==> config.mk <==
export PLATFORM = sky130hd
export DESIGN_NAME = lvd_ctrl
export DESIGN_NICKNAME = d
export VERILOG_FILES = /design/src/lvd_pkg.sv /design/src/lvd_settle.sv /design/src/lvd_ctrl.sv
export SDC_FILE = /design/constraint.sdc
export NUM_CORES = 1
export LEC_CHECK = 0
export BUFFER_PORTS_ARGS = -buffer_cell sky130_fd_sc_hd__buf_2
export CAP_MARGIN = 10
export CELL_PAD_IN_SITES_DETAIL_PLACEMENT = 1
export CELL_PAD_IN_SITES_GLOBAL_PLACEMENT = 1
export CORE_ASPECT_RATIO = 0.8
export CORE_MARGIN = 5
export CORE_UTILIZATION = 34
export DETAILED_ROUTE_END_ITERATION = 6
export PLACE_DENSITY = 0.93
export REMOVE_ABC_BUFFERS = 1
export SETUP_SLACK_MARGIN = 0.2
export SKIP_LAST_GASP = 1
export SLEW_MARGIN = 20
export SYNTH_ARGS = -nofsm -noshare
export SYNTH_HDL_FRONTEND = slang
export SYNTH_HIERARCHICAL = 1
export SYNTH_SLANG_ARGS = --single-unit
==> constraint.sdc <==
create_clock -name clk_i -period 4 [get_ports clk_i]
set_input_delay 0.2 -clock clk_i [delete_from_list [all_inputs] [get_ports clk_i]]
set_output_delay 0.2 -clock clk_i [all_outputs]
set_load 0.1 [all_outputs]
==> src/lvd_pkg.sv <==
// Purpose: Shared constants for the supply low-voltage detect controller
// Assumes: Classic Wishbone register access, 32-bit data, byte addresses
// Notes: Register offsets are byte addresses of aligned words
package lvd_pkg;
    // Register map
    localparam logic [3:0] LVD_CTRL_OFS = 4'h0;
    localparam logic [3:0] LVD_STAT_OFS = 4'h4;
    localparam logic [3:0] LVD_MASK_OFS = 4'h8;
    localparam logic [3:0] LVD_TAP_OFS = 4'hc;
    // Control register fields
    localparam int LVD_TRIP_LSB = 0;
    localparam int LVD_TRIP_W = 4;
    localparam int LVD_EN_BIT = 4;
    localparam int LVD_STABLE_BIT = 5;
    localparam logic [3:0] LVD_TRIP_RESET = 4'h5;
    localparam logic [3:0] LVD_TRIP_EXT = 4'hf;
    localparam logic [3:0] LVD_TRIP_RSVD = 4'h0;
    // Status and mask bits
    localparam int LVD_EV_TRIP = 0;
    localparam int LVD_EV_STABLE = 1;
    localparam int LVD_EV_W = 2;
    // Reference settle time
    localparam int LVD_CLK_HZ = 25000000;
    localparam int LVD_SETTLE_US = 50;
    localparam int LVD_SETTLE_CYC = (LVD_SETTLE_US * (LVD_CLK_HZ / 1000000));
endpackage : lvd_pkg

==> src/lvd_settle.sv <==
// Purpose: Counts reference settle time after the detector powers up
// Assumes: Enable is a synchronous level
// Notes: Counter restarts whenever the enable drops
`timescale 1ns/1ns
module lvd_settle
    import lvd_pkg::*;
#(
    parameter int SETTLE_CYC = LVD_SETTLE_CYC
) (
    input wire logic clk_i,
    input wire logic rst_i,
    input wire logic enable_i,
    output logic stable_o
);
    localparam int CW = $clog2(SETTLE_CYC + 1);
    localparam logic [CW-1:0] LAST = CW'(SETTLE_CYC - 1);
    logic [CW-1:0] count_reg;
    logic stable_reg;
    wire done = (count_reg == LAST);

    // Stable only after a full settle period with power held on
    always_ff @(posedge clk_i) begin
        if (rst_i || !enable_i) begin
            count_reg <= '0;
            stable_reg <= 1'b0;
        end else if (!stable_reg) begin
            count_reg <= count_reg + CW'(1);
            stable_reg <= done;
        end
    end
    assign stable_o = stable_reg;
endmodule : lvd_settle

==> src/lvd_ctrl.sv <==
// Purpose: Control, flag and interrupt logic of a supply low-voltage detector
// Assumes: Analog comparator result arrives synchronous, high when tap <= reference
// Notes: Event flags clear on a status read; the set wins over the clear
`timescale 1ns/1ns

// Overview of operation
// (RULE1) Supply below trip point sets event flag
// (RULE2) Enabled event raises the interrupt request
// (RULE3) Tap compared to 1.2V, equality trips
// (RULE4) Four-bit trip code in control bits 3:0
// (RULE5) Code 1111 selects external analog input
// (RULE6) Codes 1..14 are fixed taps; 0 reserved
// (RULE7) Bit 4 powers the detector up
// (RULE8) Bit 5 is read-only reference stable flag
// (RULE9) Software keeps interrupt off until stable
// (RULE10) Bits 7:6 always read zero
// (RULE11) Reset: stable 0, enable 0, code 0101
// (RULE12) Software follows the documented setup order
// (RULE13) No event flag before reference is stable
// (RULE14) Detector runs in sleep and wakes device
// (RULE15) Reset turns the detector off
// (RULE16) Event flag sticky until software clears it
module lvd_ctrl
    import lvd_pkg::*;
#(
    parameter int SETTLE_CYC = LVD_SETTLE_CYC
) (
    input wire logic clk_i,
    input wire logic rst_i,
    input wire logic cyc_i,
    input wire logic stb_i,
    input wire logic we_i,
    input wire logic [3:0] adr_i,
    input wire logic [3:0] sel_i,
    input wire logic [31:0] dat_i,
    output logic [31:0] dat_o,
    output logic ack_o,
    output logic err_o,
    input wire logic cmp_below_i,
    input wire logic sleep_i,
    output logic lowv_power_enable_o,
    output logic ext_input_sel_o,
    output logic [3:0] tap_sel_o,
    output logic irq_o,
    output logic wake_o
);
    logic [3:0] trip_select_code_reg;
    logic lowv_power_enable_reg;
    logic [LVD_EV_W-1:0] status_reg;
    logic [LVD_EV_W-1:0] status_next;
    logic [LVD_EV_W-1:0] mask_reg;
    logic ack_reg;
    logic [31:0] dat_reg;
    logic stable_prev_reg;
    logic ref_stable_flag;

    // Reference settle timer
    lvd_settle #(
        .SETTLE_CYC(SETTLE_CYC)
    ) u_settle (
        .clk_i(clk_i),
        .rst_i(rst_i),
        .enable_i(lowv_power_enable_reg),
        .stable_o(ref_stable_flag)
    );

    function automatic logic hit(input logic [3:0] a, input logic [3:0] ofs);
        hit = (a == ofs);
    endfunction : hit

    // Bus decode; one-cycle ack, err for unmapped offsets
    wire req = cyc_i && stb_i && !ack_reg;
    wire ctrl_hit = hit(adr_i, LVD_CTRL_OFS);
    wire stat_hit = hit(adr_i, LVD_STAT_OFS);
    wire mask_hit = hit(adr_i, LVD_MASK_OFS);
    wire tap_hit = hit(adr_i, LVD_TAP_OFS);
    wire mapped = ctrl_hit || stat_hit || mask_hit || tap_hit;
    wire wr_ok = req && we_i && mapped && sel_i[0];
    wire ctrl_wr = wr_ok && ctrl_hit;
    wire mask_wr = wr_ok && mask_hit;
    wire stat_rd = req && !we_i && stat_hit;

    // Control readback; top bits are unimplemented zeros
    wire [7:0] ctrl_view = {2'b00, ref_stable_flag, lowv_power_enable_reg,
        trip_select_code_reg}; // RULE8 RULE10
    wire [31:0] rd_word = ctrl_hit ? {24'h000000, ctrl_view} :
        stat_hit ? {30'h0, status_reg} :
        mask_hit ? {30'h0, mask_reg} :
        tap_hit ? {28'h0, tap_sel_o} : 32'h00000000;

    // Detection valid only powered, settled and on a usable code
    wire code_ok = (trip_select_code_reg != LVD_TRIP_RSVD); // RULE6
    wire trip_ev = lowv_power_enable_reg && ref_stable_flag && code_ok
        && cmp_below_i; // RULE1 RULE3 RULE7 RULE13 RULE14
    wire stable_ev = ref_stable_flag && !stable_prev_reg;

    // Sticky events; a set in the read cycle survives the clear
    always_comb begin
        status_next = status_reg;
        if (stat_rd) begin
            status_next = '0;
        end
        if (trip_ev) begin
            status_next[LVD_EV_TRIP] = 1'b1; // RULE16
        end
        if (stable_ev) begin
            status_next[LVD_EV_STABLE] = 1'b1;
        end
    end

    // Control register
    always_ff @(posedge clk_i) begin
        if (rst_i) begin
            trip_select_code_reg <= LVD_TRIP_RESET; // RULE11 RULE15
            lowv_power_enable_reg <= 1'b0; // RULE11 RULE15
        end else if (ctrl_wr) begin
            trip_select_code_reg <= dat_i[LVD_TRIP_LSB +: LVD_TRIP_W]; // RULE4
            lowv_power_enable_reg <= dat_i[LVD_EN_BIT]; // RULE7
        end
    end

    // Status, mask and edge tracking
    always_ff @(posedge clk_i) begin
        if (rst_i) begin
            status_reg <= '0;
            mask_reg <= '0;
            stable_prev_reg <= 1'b0;
        end else begin
            status_reg <= status_next;
            stable_prev_reg <= ref_stable_flag;
            if (mask_wr) begin
                mask_reg <= dat_i[LVD_EV_W-1:0];
            end
        end
    end

    // Bus answer
    always_ff @(posedge clk_i) begin
        if (rst_i) begin
            ack_reg <= 1'b0;
            dat_reg <= '0;
        end else begin
            ack_reg <= req && mapped;
            dat_reg <= (req && !we_i) ? rd_word : dat_reg;
        end
    end

    logic err_reg;
    always_ff @(posedge clk_i) begin
        if (rst_i) begin
            err_reg <= 1'b0;
        end else begin
            err_reg <= cyc_i && stb_i && !err_reg && !mapped;
        end
    end

    assign ack_o = ack_reg;
    assign err_o = err_reg;
    assign dat_o = dat_reg;
    // Analog steering: external pin when code is all ones
    assign ext_input_sel_o = (trip_select_code_reg == LVD_TRIP_EXT); // RULE5
    assign tap_sel_o = trip_select_code_reg; // RULE6
    assign lowv_power_enable_o = lowv_power_enable_reg; // RULE7
    // Level interrupt; CPU vectors on it and leaves sleep
    assign irq_o = |(status_reg & mask_reg); // RULE2
    assign wake_o = irq_o && sleep_i; // RULE14

    // Checks
    a_reset_state: assert property (@(posedge clk_i)
        rst_i |=> trip_select_code_reg == LVD_TRIP_RESET && !lowv_power_enable_reg) // RULE11
        else $error("reset state wrong");
    a_top_zero: assert property (@(posedge clk_i) disable iff (rst_i)
        ack_o && $past(req && !we_i && ctrl_hit) |-> dat_o[31:6] == '0) // RULE10
        else $error("top bits nonzero");
    a_trip_sets: assert property (@(posedge clk_i) disable iff (rst_i)
        trip_ev |=> status_reg[LVD_EV_TRIP]) // RULE1
        else $error("trip not flagged");
    a_no_unstable: assert property (@(posedge clk_i) disable iff (rst_i)
        !ref_stable_flag && !status_reg[LVD_EV_TRIP] |=> !status_reg[LVD_EV_TRIP]) // RULE13
        else $error("flag before stable");
    a_sticky_flag: assert property (@(posedge clk_i) disable iff (rst_i)
        status_reg[LVD_EV_TRIP] && !stat_rd |=> status_reg[LVD_EV_TRIP]) // RULE16
        else $error("flag lost");
    a_irq_follows: assert property (@(posedge clk_i) disable iff (rst_i)
        status_reg[LVD_EV_TRIP] && mask_reg[LVD_EV_TRIP] |-> irq_o) // RULE2
        else $error("irq missing");
    a_ext_select: assert property (@(posedge clk_i) disable iff (rst_i)
        ctrl_wr && dat_i[3:0] == 4'hf |=> ext_input_sel_o) // RULE5
        else $error("ext input not routed");
    a_power_write: assert property (@(posedge clk_i) disable iff (rst_i)
        ctrl_wr |=> lowv_power_enable_o == $past(dat_i[LVD_EN_BIT])) // RULE7 RULE4
        else $error("enable write lost");
    a_off_no_stable: assert property (@(posedge clk_i) disable iff (rst_i)
        !lowv_power_enable_reg |=> !ref_stable_flag) // RULE8
        else $error("stable while off");
    a_ack_one: assert property (@(posedge clk_i) disable iff (rst_i)
        ack_o |=> !ack_o)
        else $error("ack held");

    // Bus handshake: every taken request is answered one cycle later
    a_ack_answers: assert property (@(posedge clk_i) disable iff (rst_i)
        cyc_i && stb_i && !ack_o && mapped |=> ack_o)
        else $error("mapped request not acked");
    a_err_answers: assert property (@(posedge clk_i) disable iff (rst_i)
        cyc_i && stb_i && !err_o && !mapped |=> err_o)
        else $error("unmapped request not refused");
    a_err_one: assert property (@(posedge clk_i) disable iff (rst_i)
        err_o |=> !err_o)
        else $error("err held");
    a_ack_excl: assert property (@(posedge clk_i) disable iff (rst_i)
        ack_o |-> !err_o)
        else $error("ack and err together");
    a_ack_needs_req: assert property (@(posedge clk_i) disable iff (rst_i)
        ack_o |-> $past(cyc_i && stb_i))
        else $error("ack without request");

    // Read data must be the word that stood when the read was taken
    a_ctrl_read: assert property (@(posedge clk_i) disable iff (rst_i)
        ack_o && $past(req && !we_i && ctrl_hit) |-> dat_o[7:0] == $past(ctrl_view)) // RULE8
        else $error("control readback wrong");
    a_stat_read: assert property (@(posedge clk_i) disable iff (rst_i)
        ack_o && $past(stat_rd) |-> dat_o[LVD_EV_W-1:0] == $past(status_reg))
        else $error("status readback wrong");
    a_mask_read: assert property (@(posedge clk_i) disable iff (rst_i)
        ack_o && $past(req && !we_i && mask_hit) |-> dat_o[LVD_EV_W-1:0] == $past(mask_reg))
        else $error("mask readback wrong");
    a_tap_read: assert property (@(posedge clk_i) disable iff (rst_i)
        ack_o && $past(req && !we_i && tap_hit) |-> dat_o[3:0] == $past(tap_sel_o)) // RULE6
        else $error("tap readback wrong");
    a_high_zero: assert property (@(posedge clk_i) disable iff (rst_i)
        ack_o && $past(req && !we_i && !ctrl_hit) |-> dat_o[31:4] == '0)
        else $error("unused read bits nonzero");
    a_dat_hold: assert property (@(posedge clk_i) disable iff (rst_i)
        !(req && !we_i) |=> $stable(dat_o))
        else $error("read data moved");

    // Register writes land only when addressed and enabled
    a_code_write: assert property (@(posedge clk_i) disable iff (rst_i)
        ctrl_wr |=> trip_select_code_reg == $past(dat_i[3:0])) // RULE4
        else $error("trip code write lost");
    a_ctrl_hold: assert property (@(posedge clk_i) disable iff (rst_i)
        !ctrl_wr |=> $stable(trip_select_code_reg) && $stable(lowv_power_enable_reg)) // RULE4
        else $error("control changed without write");
    a_sel_ignored: assert property (@(posedge clk_i) disable iff (rst_i)
        req && we_i && ctrl_hit && !sel_i[0] |=> $stable(trip_select_code_reg))
        else $error("disabled byte written");
    a_err_no_write: assert property (@(posedge clk_i) disable iff (rst_i)
        cyc_i && stb_i && we_i && !mapped |=> $stable(mask_reg))
        else $error("refused write landed");
    a_mask_write: assert property (@(posedge clk_i) disable iff (rst_i)
        mask_wr |=> mask_reg == $past(dat_i[LVD_EV_W-1:0]))
        else $error("mask write lost");
    a_mask_hold: assert property (@(posedge clk_i) disable iff (rst_i)
        !mask_wr |=> $stable(mask_reg))
        else $error("mask changed without write");
    a_ext_other: assert property (@(posedge clk_i) disable iff (rst_i)
        ctrl_wr && dat_i[3:0] != 4'hf |=> !ext_input_sel_o) // RULE5
        else $error("ext input on fixed tap");
    a_ext_follows: assert property (@(posedge clk_i) disable iff (rst_i)
        tap_sel_o == LVD_TRIP_EXT |-> ext_input_sel_o) // RULE5
        else $error("ext steering lost");

    // Event flags: read clears, set wins, sources gated by power and settle
    a_read_clears: assert property (@(posedge clk_i) disable iff (rst_i)
        stat_rd && !trip_ev && !stable_ev |=> status_reg == '0) // RULE16
        else $error("status not cleared by read");
    a_set_wins: assert property (@(posedge clk_i) disable iff (rst_i)
        stat_rd && trip_ev |=> status_reg[LVD_EV_TRIP]) // RULE16
        else $error("trip lost to read clear");
    a_stable_event: assert property (@(posedge clk_i) disable iff (rst_i)
        $rose(ref_stable_flag) |=> status_reg[LVD_EV_STABLE]) // RULE8
        else $error("stable event missed");
    a_off_no_flag: assert property (@(posedge clk_i) disable iff (rst_i)
        !lowv_power_enable_reg && !status_reg[LVD_EV_TRIP] |=> !status_reg[LVD_EV_TRIP]) // RULE7
        else $error("flag while powered down");
    a_trip_stable: assert property (@(posedge clk_i) disable iff (rst_i)
        $rose(status_reg[LVD_EV_TRIP]) |-> $past(ref_stable_flag)) // RULE13
        else $error("trip before settle");
    a_trip_power: assert property (@(posedge clk_i) disable iff (rst_i)
        $rose(status_reg[LVD_EV_TRIP]) |-> $past(lowv_power_enable_reg)) // RULE7
        else $error("trip while unpowered");
    a_trip_cause: assert property (@(posedge clk_i) disable iff (rst_i)
        $rose(status_reg[LVD_EV_TRIP]) |-> $past(cmp_below_i)) // RULE1 RULE3
        else $error("trip without comparator");
    a_stable_wait: assert property (@(posedge clk_i) disable iff (rst_i)
        $rose(lowv_power_enable_reg) |=> !ref_stable_flag) // RULE13
        else $error("stable without settle");
    a_stable_hold: assert property (@(posedge clk_i) disable iff (rst_i)
        ref_stable_flag && lowv_power_enable_reg |=> ref_stable_flag) // RULE8
        else $error("stable dropped while on");

    // Interrupt and wake outputs
    a_irq_clear: assert property (@(posedge clk_i) disable iff (rst_i)
        (status_reg & mask_reg) == '0 |-> !irq_o) // RULE2
        else $error("irq without unmasked event");
    a_irq_status: assert property (@(posedge clk_i) disable iff (rst_i)
        irq_o |-> |status_reg) // RULE2
        else $error("irq with empty status");
    a_wake_sleep: assert property (@(posedge clk_i) disable iff (rst_i)
        irq_o && sleep_i |-> wake_o) // RULE14
        else $error("no wake from sleep");
    a_wake_irq: assert property (@(posedge clk_i) disable iff (rst_i)
        wake_o |-> irq_o && sleep_i) // RULE14
        else $error("spurious wake");

    // Main scenarios reached
    c_trip_irq: cover property (@(posedge clk_i) disable iff (rst_i) irq_o && trip_ev);
    c_ext_mode: cover property (@(posedge clk_i) disable iff (rst_i) ext_input_sel_o && trip_ev);
    c_wake: cover property (@(posedge clk_i) disable iff (rst_i) wake_o);
    c_clear_race: cover property (@(posedge clk_i) disable iff (rst_i) stat_rd && trip_ev);
endmodule : lvd_ctrl

### Word level (Yosys, flattened, before mapping)

Index checks and enable logic that the tools add are counted.

| cells by class | value |
|---|---|
| add/subtract/negate cells | 1 |
| equality and inequality tests | 5 |
| mux-type cells | 8 |
| bitwise logic cells | 1 |
| reduce and logical (&&, ||, !) cells | 32 |

Operators with widths:

| cell | count |
|---|---|
| $logic_and 1x1->1 | 17 |
| $eq 4x4->1 const B | 3 |
| $mux 4 | 3 |
| $add 11x1->11 const B | 1 |
| $eq 11x11->1 const B | 1 |
| $logic_not 1->1 | 6 |
| $mux 6 | 1 |
| $eq 4x3->1 const B | 1 |
| $logic_not 4->1 | 1 |
| $logic_or 1x1->1 | 4 |
| $reduce_bool 2->1 | 2 |
| $reduce_bool 4->1 | 1 |
| $mux 1 | 3 |
| $and 2x2->2 | 1 |
| $mux 2 | 1 |
| $reduce_or 2->1 | 1 |

| storage, ports and cells | value |
|---|---|
| register bits after elaboration | 56 |
| bits of input ports | 47 |
| output and inout port bits | 42 |
| word-level logic and storage cells | 58 |

### Depth between registers and ports, before layout

| depth | value |
|---|---|
| depth after elaboration | 7 |
| gate-level depth with buffers | 5 |
| mapped depth without buffers | 5 |

### Cells and area by module

Netlist, hierarchy kept.

Modules (own cells, without submodules):

| module | instances | cells each | area each (sq um) | sequential area each (sq um) |
|---|---|---|---|---|
| lvd_ctrl | 1 | 107 | 1054.8 | 360.3 |
| lvd_settle | 1 | 64 | 590.6 | 240.2 |

### Worst setup path after synthesis

Ideal clock, no wire load.

| path | value |
|---|---|
| path kind | register to output |
| from | reg status_reg[1] |
| to | out wake_o |
| arrival time | 1.971 ns |
| path slack | 1.829 ns |
| stages on the path, launching flop included | 3 |
| path through | dfxtp_1 -> a22o_1 -> and2_1 |

| on the way | value |
|---|---|
| word-level cells in the longest chain between the ends | 3 |

RTL lines:

| element | RTL line | RTL |
|---|---|---|
| from (decl) | lvd_ctrl.sv:49 | `logic [LVD_EV_W-1:0] status_reg;` |
| from (signal assigned) | lvd_ctrl.sv:129 | `status_reg <= status_next;` |
| $and 2x2->2 | lvd_ctrl.sv:165 | `assign irq_o = \|(status_reg & mask_reg);` |
| $reduce_or 2->1 | lvd_ctrl.sv:165 |  |
| via irq_o | lvd_ctrl.sv:44 | `output logic irq_o,` |
| $logic_and 1x1->1 | lvd_ctrl.sv:166 | `assign wake_o = irq_o && sleep_i;` |
| to (decl) | lvd_ctrl.sv:45 | `output logic wake_o` |

The timed path passes the listed nets, and every way through them passes these cells.

### Worst setup path in the final report

| path | value |
|---|---|
| from | reg ack_reg, in the netlist ack_o |
| to | reg status_reg[1] |

| on the way | value |
|---|---|
| word-level cells in the longest chain between the ends | 5 |

RTL lines:

| element | RTL line | RTL |
|---|---|---|
| from (decl) | lvd_ctrl.sv:52 | `logic ack_reg;` |
| from (signal assigned) | lvd_ctrl.sv:143 | `ack_reg <= req && mapped;` |
| $logic_not 1->1 | lvd_ctrl.sv:72 | `wire req = cyc_i && stb_i && !ack_reg;` |
| $logic_and 1x1->1 | lvd_ctrl.sv:72 |  |
| $logic_and 1x1->1 (2 in a row) | lvd_ctrl.sv:81 | `wire stat_rd = req && !we_i && stat_hit;` |
| $reduce_bool 2->1 (no line) | -- |  |

Every way passes these cells.
A chain may end at the register's enable or synchronous reset.

==> out/metrics.cfg <==
[timing]
slew_headroom=0.531
rsz0062_at_grt=no
setup_violations=0
hold_viol=0
fin_skew_ns=0.00322
clock.fmax_mhz=501
maxSlewViolCount=0
setup-tns-final_ns=0
finalCritPeriodShare=0.499
tightest_slew_ns=0.700
fin_crit_ns=2.00
hold_ws_ns=0.159

[final_layout]
final_nets=254
synthToLayoutAreaGrowth_pct=12.5
final_cell_area_mm2=0.00185
layout-drive-gt1-share=0.252
largest_reg_flops=11
diodes=0

[power_and_ir_drop]
p_per_area_mw_per_mm2=404
ir_drop_v=0.000161
p_int_uw=499
p_seq_frac=0.402
clockPowerShare=0.399
p_leak_uw=0.000813
power_uw=748
p_comb_frac=0.199
sw_frac_of_total=0.332
p_sw_uw=248

[floorplan]
start_util=0.356
die_h_um=72.2
die-width_um=87.8
placementRows=22
ioPinCount=89
die-area_mm2=0.00634
core_mm2=0.00462

[cts]
clkLatencyLatePin_ns=0.28
cts_tree=done
ctsRootBufferMaster=clkbuf_8
cts_sinks=30
holdBufCountCts=0
post_cts_buffers=0
clockBufferDepth=2
htreeDepth=2
cts_resized=0
cts_inserted_buffers=5
clk_pin_slew_ns=0.06

[yosys]
ys_ff_latch=30
synth_top_area_frac=0.365
yosysWarnings=6
yosys-top-cells-area=dfxtp_1 (37%), buf_4 (12%), mux2i_1 (4.9%)
synth_top_area_cell=dfxtp_1
syn_area_mm2=0.00165
async_flop_share=0
synth_ff_type=dfxtp_1
synth_edf_count=0
syn_inst=171
syn_avg_cell_area_um2=9.62
yosysSeqAreaShare=0.365
yosysUniqueCellTypes=44

[min_path]
hold_class=in -> reg

[grt]
grt_max_degree=17
antenna_found_initial=0
grt_pass1_wl_um=6820
grt_util_all_layers=0.142
grt_overflow=0
grt_pass1_vias=1358

[route]
routed_via_density=5.00
met1Wirelength_um=1760
drc=0
drtIter0Drc=61
route.detailed.wl_per_inst_um=15.8
top_layer_used=met4
routed-wl-met2_um=2030
dr_wl_met3_um=274
ant_nets=0
vias=1329
drt-total-wl_um=4200
dr.pass1.iters=4

[worst_setup_path]
critPathCaptureType=register
cp_cell_sequence=nand4bb_1, nor4_1, o32ai_1
cp_slowest_stage_delay_ns=0.71
crit_path_start_kind=register
path_max_fanout=11
cp.arrival_ns=2.14
crit_required_ns=4.14
path_class=reg -> reg
cpMaxStageDelayCell=nor4_1

[outcome]
status=complete, no violations

[placement]
dp_hpwl_um=3200
post_dp_cell_area_mm2=0.00175
place.port_buffers=32
place_congestion=0.844

[run]
max_cap_violations=0

==> path summary, 6_finish.rpt <==
kind                                  startpoint                    endpoint  slack, ns  depth (start not counted)
worst max-delay path            ack_o$_SDFF_PP0_  status_reg[1]$_SDFFE_PP0P_       2.00                          3
worst min register to register  err_o$_SDFF_PP0_            err_o$_SDFF_PP0_       0.42                          1
worst min-delay path                    dat_i[3]   tap_sel_o[3]$_SDFFE_PP0P_       0.16                          3
worst max register to register  ack_o$_SDFF_PP0_  status_reg[1]$_SDFFE_PP0P_       2.00                          3
==> power by group through the flow <==
| stage | Combinational (uW) | Sequential, uW | Clock [uW] |
|---|---|---|---|
| 2_1_floorplan | 120 | 314 | 0 |
| 3_3_place_gp | 146 | 307 | 0 |
| 3_5_place_dp | 147 | 307 | 0 |
| 4_1_cts | 148 | 300 | 306 |
| 5_1_grt | 153 | 300 | 320 |
| 6_report | 149 | 300 | 298 |
==> critical path, delay by kind of cell, from the launching register on <==
family           cells  cell delay (ns)
AND/OR/NAND/NOR      2             1.36
AO/OA/AOI/OAI        1             0.17
flip-flops           1             0.32
==> routing by layer <==
| metal | global-route usage | vias to the layer above |
|---|---|---|
| met1 | 0.174 | 646 |
| met2 | 0.229 | 45 |
| li1 | - | 627 |
| met5 | 0 | - |
| met4 | 0.0818 | 0 |
| met3 | 0.0306 | 11 |
==> layout by cell type, fill, tap and decap left out, drive strengths merged <==
master    n
buf      32
dfxtp    30
conb     26
nand2    14
nor2     13
mux2i     8
inv       7
a21oi     7
clkbuf    7
nor4      5
nand2b    4
nand3     4
o31ai     4
or4       4
a32o      4
nor2b     3
nor3      3
and2      2
xor2      2
o32ai     2
o22ai     2
o41ai     2
nand4b    2
xnor2     2
ha        2
nand4bb   2
or3       2
and4      1
a22o      1
nand3b    1
o211ai    1
bufinv    1
o21ai     1
or2       1
nand4     1
and3      1
nor4b     1
a41oi     1
==> synthesized netlist by cell type, types with 2 or more instances <==
cell type and number:
buf_6 2, nor4_1 3, o41ai_2 2, dfxtp_1 30
nor3_2 2, o22ai_1 2, nor2_1 13, nand2b_1 4
a32o_1 2, buf_4 27, inv_1 7, a32o_2 2
nand3_1 4, nand2_1 14, xor2_1 2, nand4b_4 2
nor2b_1 3, a21oi_1 7, xnor2_1 2, o32ai_1 2
ha_1 2, o31ai_1 4, or4_1 4, and2_1 2
mux2i_1 8
==> through the flow <==
stage          setup WS [ns]  std cells   util
3_5_place_dp            2.11        258  0.377
3_3_place_gp            2.17        258  0.377
4_1_cts                 2.00        266  0.400
6_report                2.00        266  0.400
5_1_grt                 1.91        266  0.400
2_1_floorplan           1.83        166      -
==> kinds of logic after synthesis <==
kind of cell | Yosys count | share of synthesized area
buffers and inverters | 37 | 0.155
adders and majority gates | 2 | 0.0152
DFF | 30 | 0.365
and+or+nand+nor | 64 | 0.271
muxes | 8 | 0.0487
xor gates and xnor gates | 4 | 0.0213
AOI/OAI and AO/OA | 25 | 0.122
other | 1 | 0.00228
==> final cells by class <==
| class | count | area (um^2) |
|---|---|---|
| clock inverter | 1 | 30.0 |
| multi-input combinational | 129 | 883 |
| clock buffer | 7 | 76.3 |
| inverter | 7 | 26.3 |
| tap | 60 | 75.1 |
| timing repair buffer | 32 | 160 |
| sequential | 30 | 601 |
| fill | 581 | 2770 |
Note: power is estimated with default switching activity, not from simulation.
